<file path="src/sop_regs.svh">
// register offset, field positions, reset value and fixed counts of the serial output port
`ifndef SOP_REGS_SVH
`define SOP_REGS_SVH

// ----------------------------------------------------------------------
// control register
// ----------------------------------------------------------------------
`define SOP_CTRL_ADDR       12'h81E
`define SOP_CTRL_RESET      16'h0000
`define SOP_CTRL_WMASK      16'h9FFF
`define SOP_POL_BIT         15
`define SOP_EDGE_BIT        12
`define SOP_ROLE_BIT        11
`define SOP_BDIV_MSB        10
`define SOP_BDIV_LSB        9
`define SOP_FDIV_MSB        8
`define SOP_FDIV_LSB        7
`define SOP_FST_BIT         6
`define SOP_TDM_BIT         5
`define SOP_MSB_MSB         4
`define SOP_MSB_LSB         2
`define SOP_WL_MSB          1
`define SOP_WL_LSB          0

// ----------------------------------------------------------------------
// stream layout
// ----------------------------------------------------------------------
`define SOP_SAMPLE_BITS     24
`define SOP_CHANNELS        8
`define SOP_TDM_SLOT_SHIFT  5
`define SOP_TDM_FRAME_BITS  10'd256

`endif

</file>
<file path="src/sop_pkg.sv">
// field types shared by the serial output port modules
package sop_pkg;

    typedef logic [1:0] sop_bdiv_t;   // bit clock divider code
    typedef logic [1:0] sop_fdiv_t;   // frame clock divider code
    typedef logic [2:0] sop_msb_t;    // msb delay code
    typedef logic [1:0] sop_wl_t;     // output word length code
    typedef logic [9:0] sop_pos_t;    // bit position inside a frame
    typedef logic [4:0] sop_len_t;    // small bit counts (delay, length)

endpackage : sop_pkg

</file>
<file path="src/sop_clkgen.sv">
// master-mode bit clock and frame clock generator divided from the 1024 x fs clock
`timescale 1ns/1ps
`include "sop_regs.svh"

module sop_clkgen (
    input  wire logic              clk_i,
    input  wire logic              rst_i,
    input  wire sop_pkg::sop_bdiv_t bdiv_i,
    input  wire sop_pkg::sop_fdiv_t fdiv_i,
    input  wire logic              edge_i,
    input  wire logic              pol_i,
    input  wire logic              fst_i,
    output logic                   bclk_o,
    output logic                   lrclk_o
);

    logic [9:0] cnt_reg;
    logic [9:0] fmask;
    logic [9:0] bdiv_val;
    logic [1:0] bsel;
    logic [9:0] fpos;
    logic       bclk_next;
    logic       lrclk_next;

    // ------------------------------------------------------------------
    // free running phase counter at 1024 x fs
    // ------------------------------------------------------------------
    always_ff @(posedge clk_i or posedge rst_i) begin
        if (rst_i) begin
            cnt_reg <= 10'h000;
        end else begin
            cnt_reg <= cnt_reg + 10'h001;
        end
    end

    // divider decode; reserved frame code falls back to /256
    always_comb begin
        case (fdiv_i)
            2'b00:   fmask = 10'h3FF;
            2'b01:   fmask = 10'h1FF;
            default: fmask = 10'h0FF;
        endcase
        case (bdiv_i)
            2'b00:   bsel = 2'h3;
            2'b01:   bsel = 2'h2;
            2'b10:   bsel = 2'h1;
            default: bsel = 2'h0;
        endcase
        bdiv_val = 10'h002 << bsel;
        fpos     = cnt_reg & fmask;
        // launch edge lines up with frame start, whichever edge is chosen
        bclk_next = cnt_reg[bsel] ^ edge_i;
        if (fst_i) begin
            lrclk_next = (fpos < bdiv_val);
        end else begin
            lrclk_next = (fpos > (fmask >> 1)) ^ pol_i;
        end
    end

    // ------------------------------------------------------------------
    // registered clock outputs keep the pins glitch free
    // ------------------------------------------------------------------
    always_ff @(posedge clk_i or posedge rst_i) begin
        if (rst_i) begin
            bclk_o  <= 1'b0;
            lrclk_o <= 1'b0;
        end else begin
            bclk_o  <= bclk_next;
            lrclk_o <= lrclk_next;
        end
    end

endmodule : sop_clkgen

</file>
<file path="src/sop_out_port.sv">
// serial audio output port: control register, clock role, framing and data serialiser
`timescale 1ns/1ps
`include "sop_regs.svh"

module sop_out_port (
    input  wire logic          CLK_I,
    input  wire logic          RESET_I,
    input  wire logic [11:0]   REG_ADDR_I,
    input  wire logic [15:0]   REG_WDATA_I,
    input  wire logic          REG_WR_I,
    input  wire logic          REG_RD_I,
    output logic      [15:0]   REG_RDATA_O,
    input  wire logic          BCLK_I,
    output logic               BCLK_O,
    output logic               BCLK_OE_O,
    input  wire logic          LRCLK_I,
    output logic               LRCLK_O,
    output logic               LRCLK_OE_O,
    input  wire logic [191:0]  CH_DATA_I,
    output logic               SAMPLE_TAKE_O,
    output logic      [3:0]    SDATA_O
);

    logic [15:0]       serial_output_control_reg;
    logic              frame_clock_polarity;
    logic              bit_clock_edge_select;
    logic              clock_master;
    sop_pkg::sop_bdiv_t bit_clock_divider;
    sop_pkg::sop_fdiv_t frame_clock_divider;
    logic              frame_sync_shape;
    logic              tdm_enable;
    sop_pkg::sop_msb_t  msb_delay_code;
    sop_pkg::sop_wl_t   output_word_length;

    logic              bclk_m;
    logic              lrclk_m;
    logic              bclk_s_reg;
    logic              lrclk_s_reg;
    logic              bclk_now;
    logic              lrclk_now;
    logic              bclk_prev_reg;
    logic              lrclk_last_reg;
    logic              launch;
    logic              lr_edge;
    logic              frame_start;

    sop_pkg::sop_pos_t  bit_cnt_reg;
    sop_pkg::sop_pos_t  bit_cnt_next;
    sop_pkg::sop_pos_t  half_cnt_reg;
    sop_pkg::sop_pos_t  half_cnt_next;
    sop_pkg::sop_pos_t  frame_len_reg;
    sop_pkg::sop_pos_t  half_len;
    sop_pkg::sop_pos_t  word_pos;
    logic              right_ch;
    logic [2:0]        tdm_slot;
    sop_pkg::sop_len_t  msb_delay;
    sop_pkg::sop_len_t  word_bits;

    logic [23:0]       samp_reg [0:7];
    logic [23:0]       cur_word [0:7];
    logic [3:0]        sdata_next;
    logic [3:0]        sdata_reg;

    // ------------------------------------------------------------------
    // control register on the documented control port
    // ------------------------------------------------------------------
    always_ff @(posedge CLK_I or posedge RESET_I) begin
        if (RESET_I) begin
            serial_output_control_reg <= `SOP_CTRL_RESET;
        end else if (REG_WR_I && (REG_ADDR_I == `SOP_CTRL_ADDR)) begin
            serial_output_control_reg <= REG_WDATA_I & `SOP_CTRL_WMASK;
        end
    end

    // read data registered; unmapped addresses read zero
    always_ff @(posedge CLK_I or posedge RESET_I) begin
        if (RESET_I) begin
            REG_RDATA_O <= 16'h0000;
        end else if (REG_RD_I) begin
            REG_RDATA_O <= (REG_ADDR_I == `SOP_CTRL_ADDR) ? serial_output_control_reg : 16'h0000;
        end
    end

    // field breakout
    assign frame_clock_polarity  = serial_output_control_reg[`SOP_POL_BIT];
    assign bit_clock_edge_select = serial_output_control_reg[`SOP_EDGE_BIT];
    assign clock_master          = serial_output_control_reg[`SOP_ROLE_BIT];
    assign bit_clock_divider     = serial_output_control_reg[`SOP_BDIV_MSB:`SOP_BDIV_LSB];
    assign frame_clock_divider   = serial_output_control_reg[`SOP_FDIV_MSB:`SOP_FDIV_LSB];
    assign frame_sync_shape      = serial_output_control_reg[`SOP_FST_BIT];
    assign tdm_enable            = serial_output_control_reg[`SOP_TDM_BIT];
    assign msb_delay_code        = serial_output_control_reg[`SOP_MSB_MSB:`SOP_MSB_LSB];
    assign output_word_length    = serial_output_control_reg[`SOP_WL_MSB:`SOP_WL_LSB];

    // ------------------------------------------------------------------
    // clock role: own divider in master mode, sampled pins in slave mode
    // ------------------------------------------------------------------
    sop_clkgen u_clkgen (
        .clk_i   (CLK_I),
        .rst_i   (RESET_I),
        .bdiv_i  (bit_clock_divider),
        .fdiv_i  (frame_clock_divider),
        .edge_i  (bit_clock_edge_select),
        .pol_i   (frame_clock_polarity),
        .fst_i   (frame_sync_shape),
        .bclk_o  (bclk_m),
        .lrclk_o (lrclk_m)
    );

    assign BCLK_O     = bclk_m;
    assign LRCLK_O    = lrclk_m;
    assign BCLK_OE_O  = clock_master;
    assign LRCLK_OE_O = clock_master;

    // slave clocks are synchronous inputs; one stage aligns them with master timing
    always_ff @(posedge CLK_I or posedge RESET_I) begin
        if (RESET_I) begin
            bclk_s_reg  <= 1'b0;
            lrclk_s_reg <= 1'b0;
        end else begin
            bclk_s_reg  <= BCLK_I;
            lrclk_s_reg <= LRCLK_I;
        end
    end

    assign bclk_now  = clock_master ? bclk_m : bclk_s_reg;
    assign lrclk_now = clock_master ? lrclk_m : lrclk_s_reg;

    // ------------------------------------------------------------------
    // launch edge and frame detection
    // ------------------------------------------------------------------
    assign launch  = (bclk_now ^ bclk_prev_reg) & (bclk_now == bit_clock_edge_select);
    assign lr_edge = lrclk_now ^ lrclk_last_reg;
    // word clock: frame opens when the clock enters the left level
    assign frame_start = frame_sync_shape ? (lrclk_now & ~lrclk_last_reg)
                       : (lr_edge & (lrclk_now == frame_clock_polarity));

    always_ff @(posedge CLK_I or posedge RESET_I) begin
        if (RESET_I) begin
            bclk_prev_reg  <= 1'b0;
            lrclk_last_reg <= 1'b0;
        end else begin
            bclk_prev_reg <= bclk_now;
            if (launch) begin
                lrclk_last_reg <= lrclk_now;
            end
        end
    end

    // position counters saturate so a stalled slave clock cannot wrap them
    always_comb begin
        bit_cnt_next  = frame_start ? 10'h000 : bit_cnt_reg + {9'h000, ~&bit_cnt_reg};
        half_cnt_next = lr_edge ? 10'h000 : half_cnt_reg + {9'h000, ~&half_cnt_reg};
    end

    always_ff @(posedge CLK_I or posedge RESET_I) begin
        if (RESET_I) begin
            bit_cnt_reg   <= 10'h3FF;
            half_cnt_reg  <= 10'h3FF;
            frame_len_reg <= 10'h040;
        end else if (launch) begin
            bit_cnt_reg  <= bit_cnt_next;
            half_cnt_reg <= half_cnt_next;
            if (frame_start) begin
                frame_len_reg <= bit_cnt_reg + 10'h001;   // pulse mode splits frame by this
            end
        end
    end

    // ------------------------------------------------------------------
    // slot selection, delay and word length decode
    // ------------------------------------------------------------------
    always_comb begin
        half_len = frame_len_reg >> 1;
        tdm_slot = bit_cnt_next[`SOP_TDM_SLOT_SHIFT+2:`SOP_TDM_SLOT_SHIFT];
        if (tdm_enable) begin
            right_ch = 1'b0;
            word_pos = {5'h00, bit_cnt_next[`SOP_TDM_SLOT_SHIFT-1:0]};
        end else if (frame_sync_shape) begin
            right_ch = (bit_cnt_next >= half_len);
            word_pos = right_ch ? bit_cnt_next - half_len : bit_cnt_next;
        end else begin
            right_ch = (lrclk_now != frame_clock_polarity);
            word_pos = half_cnt_next;
        end
        case (msb_delay_code)
            3'h0:    msb_delay = 5'h01;
            3'h1:    msb_delay = 5'h00;
            3'h2:    msb_delay = 5'h08;
            3'h3:    msb_delay = 5'h0C;
            3'h4:    msb_delay = 5'h10;
            default: msb_delay = 5'h01;
        endcase
        case (output_word_length)
            2'b01:   word_bits = 5'h14;
            2'b10:   word_bits = 5'h10;
            default: word_bits = 5'h18;
        endcase
    end

    // msb first; anything outside the word window is zero
    function automatic logic pick_bit(input logic [23:0] w,
                                      input logic [9:0]  p,
                                      input logic [4:0]  d,
                                      input logic [4:0]  n);
        logic [9:0] i;
        i = p - {5'h00, d};
        if ((p >= {5'h00, d}) && (i < {5'h00, n})) begin
            pick_bit = w[5'd23 - i[4:0]];
        end else begin
            pick_bit = 1'b0;
        end
    endfunction : pick_bit

    // ------------------------------------------------------------------
    // sample latch at frame start; new words are used from their first bit
    // ------------------------------------------------------------------
    genvar c;
    generate
        for (c = 0; c < `SOP_CHANNELS; c = c + 1) begin : g_chan
            assign cur_word[c] = (launch && frame_start) ? CH_DATA_I[c*24 +: 24] : samp_reg[c];
            always_ff @(posedge CLK_I or posedge RESET_I) begin
                if (RESET_I) begin
                    samp_reg[c] <= 24'h000000;
                end else if (launch && frame_start) begin
                    samp_reg[c] <= CH_DATA_I[c*24 +: 24];
                end
            end
        end
    endgenerate

    // line k carries channels 2k and 2k+1; tdm puts all eight on line zero
    always_comb begin
        sdata_next = 4'h0;
        if (tdm_enable) begin
            if (bit_cnt_next < `SOP_TDM_FRAME_BITS) begin
                sdata_next[0] = pick_bit(cur_word[tdm_slot], word_pos, msb_delay, word_bits);
            end
        end else begin
            for (int k = 0; k < 4; k++) begin
                sdata_next[k] = pick_bit(cur_word[{k[1:0], right_ch}], word_pos,
                                         msb_delay, word_bits);
            end
        end
    end

    always_ff @(posedge CLK_I or posedge RESET_I) begin
        if (RESET_I) begin
            sdata_reg     <= 4'h0;
            SAMPLE_TAKE_O <= 1'b0;
        end else begin
            SAMPLE_TAKE_O <= launch & frame_start;
            if (launch) begin
                sdata_reg <= sdata_next;
            end
        end
    end

    assign SDATA_O = sdata_reg;

endmodule : sop_out_port

</file>
<file path="config.mk">
export PLATFORM = sky130hd
export DESIGN_NAME = sop_out_port
export DESIGN_NICKNAME = d
export VERILOG_FILES = /design/src/sop_pkg.sv /design/src/sop_clkgen.sv /design/src/sop_out_port.sv
export VERILOG_INCLUDE_DIRS = /design/src
export SDC_FILE = /design/constraint.sdc
export NUM_CORES = 1
export LEC_CHECK = 0
export BUFFER_PORTS_ARGS = -buffer_cell sky130_fd_sc_hd__buf_4
export CAP_MARGIN = 20
export CORE_MARGIN = 2
export CORE_UTILIZATION = 53
export CTS_CLUSTER_SIZE = 24
export DETAILED_ROUTE_END_ITERATION = 10
export PLACE_DENSITY_LB_ADDON = 0.1
export REMOVE_ABC_BUFFERS = 1
export SYNTH_ARGS = -nofsm -noshare
export SYNTH_HDL_FRONTEND = slang
export SYNTH_SLANG_ARGS = --single-unit
export TNS_END_PERCENT = 50
</file>
<file path="constraint.sdc">
create_clock -name CLK_I -period 7.7 [get_ports CLK_I]
set_input_delay 0.385 -clock CLK_I [delete_from_list [all_inputs] [get_ports CLK_I]]
set_output_delay 0.385 -clock CLK_I [all_outputs]
set_load 0.005 [all_outputs]
</file>
# Word-level counts from Yosys, hierarchy flattened
# Cells that the tools add are included.
dict set report op_classes {
  n_addsub 7
  order_cmp 13
  n_eq_ne 13
  shift 1
  mux 59
  bitwise_logic 15
  reduce_logical 10
}
# op n
set op_table {}
lappend op_table {{24-bit 2-to-1 mux} 18}
lappend op_table {{24-bit binary-select mux with 3-bit select} 5}
lappend op_table {{10-bit 2-to-1 mux} 5}
lappend op_table {{1-bit binary-select mux with 5-bit select} 5}
lappend op_table {{10-bit by 1-bit adder with 10-bit output} 2}
lappend op_table {{10-bit by 1-bit adder with 10-bit output (second input constant)} 2}
lappend op_table {{4-bit greater-or-equal comparator (second input constant)} 5}
lappend op_table {{10-bit case mux with 2 select lines} 1}
lappend op_table {{5-bit case mux with 4 select lines} 1}
lappend op_table {{10-bit AND reduction} 2}
lappend op_table {{1-bit 2-to-1 mux} 19}
lappend op_table {{16-bit 2-to-1 mux} 1}
lappend op_table {{12-bit equality test (second input constant)} 1}
lappend op_table {{3-bit NOT with 4-bit output} 3}
lappend op_table {{10-bit bitwise AND} 1}
lappend op_table {{10-bit by 5-bit greater-or-equal comparator with 1-bit output} 1}
lappend op_table {{10-bit by 9-bit greater-or-equal comparator with 1-bit output} 1}
lappend op_table {{10-bit by 9-bit greater-than comparator with 1-bit output} 1}
lappend op_table {{10-bit less-than comparator} 1}
lappend op_table {{10-bit by 5-bit less-than comparator with 1-bit output} 1}
lappend op_table {{10-bit by 9-bit less-than comparator with 1-bit output (second input constant)} 1}
lappend op_table {{2-bit by 2-bit left shift with 10-bit output (first input constant)} 1}
lappend op_table {{10-bit by 5-bit subtractor with 10-bit output} 1}
lappend op_table {{10-bit by 9-bit subtractor with 10-bit output} 1}
lappend op_table {{23 further kinds} 38}
dict set report totals {
  register_bits 273
  inputBits 226
  out_inout_bits 25
  elab_cells 140
}

# Longest topological paths before layout
dict set report logic_depth {
  word_depth 16
  depth_mapped 34
  depth_no_buf 30
}

# Modules after synthesis
# From an unflattened synthesis, not the netlist that was laid out.
dict set report hier_totals {
  cells_unflattened 1747
  area_unflattened_um2 15758.9
}
# module n_inst cells_per_inst area_per_inst_um2 seq_area_each_um2
set by_module_without_submodules {}
lappend by_module_without_submodules {sop_out_port 1 1681 15067.0 6482.5}
lappend by_module_without_submodules {sop_clkgen 1 66 691.9 300.3}

# Least setup slack after synthesis
# Ideal clock, no wire load.
dict set report synth_path {
  path_type {reg-to-reg}
  startpoint {reg serial_output_control_reg[11]}
  endpoint {reg sdata_reg[2], in the netlist SDATA_O[2]}
  setup_time_ns 0.087
  arrival_time_ns 7.466
  required_time_ns 7.613
  slack_ns 0.147
  stages_incl_launch_ff 32
  n_path_buf 6
  period_less_slack_ns 7.553
  path_cell_list {dfrtp_1 > mux2i_1 > inv_1 > ha_1 > clkbuf_1 > nor3_1 > mux2_2 > nor2_1 > clkbuf_1 > clkbuf_1 > nand2_1 > ha_1 > fa_1 > a21boi_0 > o21ai_0 > nand3_1 > mux2_2 > a31o_2 > a22o_1 > a221o_1 > ha_1 > ha_1 > xor2_1 > clkbuf_1 > clkbuf_1 > buf_1 > nand2_1 > a21oi_1 > a21oi_1 > nor4_1 > nand3_1 > a22oi_1}
}
dict set report synth_via {
  elab_chain_cells 16
  elab_cells_between_ends 42
  classes_between {add/sub: 3; order compare: 3; eq/ne: 3; mux: 25; bitwise: 6; reduce/logical: 2}
}
# element line_no
set synth_rtl {}
lappend synth_rtl {{start, declared} sop_out_port.sv:24} ;# logic [15:0] serial_output_control_reg;
lappend synth_rtl {{start signal, assigned} sop_out_port.sv:69} ;# serial_output_control_reg <= `SOP_CTRL_RESET;
lappend synth_rtl {{start signal, assigned} sop_out_port.sv:71} ;# serial_output_control_reg <= REG_WDATA_I & `SOP_CTRL_WMASK;
lappend synth_rtl {{1-bit 2-to-1 mux *} sop_out_port.sv:127} ;# assign lrclk_now = clock_master ? lrclk_m : lrclk_s_reg;
lappend synth_rtl {{named net lrclk_now} sop_out_port.sv:40} ;# logic lrclk_now;
lappend synth_rtl {{branches (longest 13 deep; another with 10-bit by 9-bit subtractor with 10-bit output)} n/a}
lappend synth_rtl {{1-bit 2-to-1 mux *} sop_out_port.sv:208} ;# if ((p >= {5'h00, d}) && (i < {5'h00, n})) begin
lappend synth_rtl {{3-bit 2-to-1 mux *} sop_out_port.sv:235} ;# if (tdm_enable) begin
lappend synth_rtl {{end signal, assigned} sop_out_port.sv:254} ;# sdata_reg <= sdata_next;
lappend synth_rtl {{end, declared} sop_out_port.sv:62} ;# logic [3:0] sdata_reg;
# Mark *: on every way through the listed nets, which the timed path passes. The select of a mux whose other input is x is not followed.
# A chain may end at the register's enable or synchronous reset.

# Worst setup path in the final report
# Same ends and word-level chain as after synthesis.

==> run metrics <==
GP Congestion a little over 0.9; Worst slew margin between 30% and 40%; CP max stage delay 0.46 ns; initial antenna violation count 2; ratio of cells with drive above 1 in the final layout 22.1%; cell area power density between 200 and 300 nW/um2; Die Footprint 32600 um2; post-synthesis sequential area ratio 41.0%; DRT Pass-1 Iters 6; Mean Syn Cell Area 8.52 um2; total track usage 34.6%; switching share of power 38.2%; Via density 6.18; ranking of synthesized cells by area dfrtp_1 38%, nand2_1 15%, mux2_2 4.2%; Pint between 0.003 and 0.004 W; FF+latch count, synth 270; setup slack at placement 0.300 ns; Worst Setup End Kind flip-flop; endpoints failing hold 0; Die X 181 um; postcts setup bufs 0; RR Endpoint SDATA_O[2]; Critical Path AT between 7 and 8 ns; max-slew violation count 0; largest net degree at the start of global routing 190; post-route minimum period about 7.3 ns; Peak Freq 0.137 GHz; initial DRC count 1933; Static Leak 9.25 nW; max reg flops 192; outcome finished, final reports clean; # clock sinks 270; CTS tree built; Root Buffer Master clkbuf_16; die outline height between 150 and 200 um; Hold Path Depth 3; max cap viols 0; required time worst endpoint 8.18 ns; CTS H-Tree Depth 1; Syn-to-layout area delta 19.3%; count of buffers from port buffering 246; Most Frequent Cell on Critical Path ha_1; Worst-path clk slew 0.06 ns; final period utilization 94.9%; Antenna diodes 0; vias in the first global route 15300; GRT overflow 0; Worst Hold Launch CH_DATA_I[172]; CTS buffer count 29; VDD IR max ~0.18 mV; setup slack after layout 0.391 ns; Setup Skew 0.0205 ns; setup TNS 0 ns; Worst Path Max Fanout 6; Clock Power Share 24.5%; CP top delay family compound AO/OA/AOI/OAI gates; Setup CP Type reg2reg; Core Util, Final 64.4%; RSZ-0062 raised after global routing no; Sw Pwr 0.00217 W; Most used DFF post-synth dfrtp_1; worst slew pin tran 1.04 ns; final setup violation count 0; Synth area leader dfrtp_1; Final #Nets 2388; first-pass GRT wire length about 90000 um; Unique masters post-synth a little under 100; Final ANT Viol Nets 0; io pins 251; site row count 64; DRC 0; R2R cell count 30; commonest non-fill, non-tap cell in the layout nand2_1; Mapped Area 16500 um2; R2R setup slack 0.39 ns; Routed WL per cell 22.5 um; Post-synth ARST share 100%; final wirelength 57500 um; hold_ws roughly 0.024 ns; Starting Density 53.9%; leading cell types in the layout, fill and taps excluded 640 x nand2_1, 288 x buf_4, 249 x dfrtp_1, 100 x o21ai_0, 75 x nor2_1; sequential share of power 35.0%; Endpoint, Worst Hold samp_reg[4]; worst skew pair latency 0.57 ns; Logic pwr share ~40%; Buf+Inv Stages, Crit Path 2; CTS max path bufs 3; DPL Wire Length ~40000 um; crit path launch type flip-flop; Post-Synthesis Cells between 1500 and 2000; launch point of the worst reg-to-reg path serial_output_control_reg[11]; Via Count 15800; yosys warns 0; Core ar. 30700 um2; CP max-delay cell dfrtp_1; EDFF count, synth 0; worst hold path class in2reg; Synth top area share between 30% and 40%
==> worst register-to-register path, delay by kind of cell (launching register included) <==
| family | cells | cell delay [ns] |
|---|---|---|
| and+or+nand+nor | 9 | 1.83 |
| AOI/OAI and AO/OA | 11 | 2.16 |
| DFF | 1 | 0.46 |
| buffers and inverters | 2 | 0.33 |
| adders and majority gates | 5 | 1.54 |
| muxes | 3 | 0.91 |
==> cells in the mapped netlist, types with 21 or more instances <==
cell type,number
dfrtp_1,249
nand2_1,640
buf_2,30
o211ai_1,22
o22ai_1,27
clkbuf_1,81
o21ai_0,100
dfstp_2,21
mux4_2,24
mux2i_1,46
a21oi_1,68
mux2_2,61
nor3_1,34
nor2_1,76
ha_1,26
xor2_1,24
inv_1,48
a31oi_1,21
nand3_1,37
==> what timing repair did <==
item                                    4_1_cts  5_1_grt
hold endpoints to repair                     89        0
endpoints found under the setup margin        0        4
gates resized for setup                       0        4
hold buffers                                  3        0
==> cells by family after synthesis <==
logic type,after synthesis,synth area share (%)
buf+inv,187,4.87
mux,138,11.1
fa+ha+maj,28,2.16
flops,270,41.0
simple gates,898,23.1
xor+xnor,39,2.06
compound gates,381,15.7
other cells,1,0.0227
==> power groups by stage <==
stage	clock network [W]	registers, W	logic (W)
final	0.00139	0.00199	0.00230
after CTS	0.00141	0.00198	0.00224
after detailed placement	0	0.00201	0.00222
after floorplan	0	0.00194	0.00149
after global routing	0.00147	0.00203	0.00250
after global placement	0	0.00199	0.00218
==> area by class of cell <==
class	count	area [um2]
fillers	2675	10900
multi-input cells	1486	9010
flip-flops and latches	270	6780
repair buffers	297	2310
clock buffers	43	868
well taps	396	495
inverters	51	204
clock inverters	7	63.8
==> metal layers <==
layer	GRT usage, %	vias to the layer above	wire length, um
met5	0	-	13
met4	11.3	2	2010
met3	6.39	160	5820
met2	53.5	883	25900
met1	49.4	7537	23800
li1	-	7184	-
==> metrics by stage <==
stage / total power, W / cell area [um2] / instances
5_1_grt: 0.00600 / 19700 / 2550
6_report: 0.00569 / 19700 / 2550
3_5_place_dp: 0.00423 / 18700 / 2497
4_1_cts: 0.00563 / 19700 / 2550
2_1_floorplan: 0.00343 / 15900 / 1807
3_3_place_gp: 0.00417 / 18700 / 2497
==> worst max path at each step <==
stage | end | cells past startpoint | start | slack (ns)
after floorplan | SDATA_O[0] | 27 | serial_output_control_reg[11] | -2.58
after global placement | SDATA_O[0] | 27 | serial_output_control_reg[11] | 0.49
after detailed placement | SDATA_O[2] | 30 | serial_output_control_reg[11] | 0.30
after CTS | SDATA_O[2] | 30 | serial_output_control_reg[11] | 0.29
after global routing | SDATA_O[2] | 29 | bit_cnt_reg[2] | 0.03
final | SDATA_O[2] | 30 | serial_output_control_reg[11] | 0.39
Note: power is estimated with default switching activity, not from simulation.
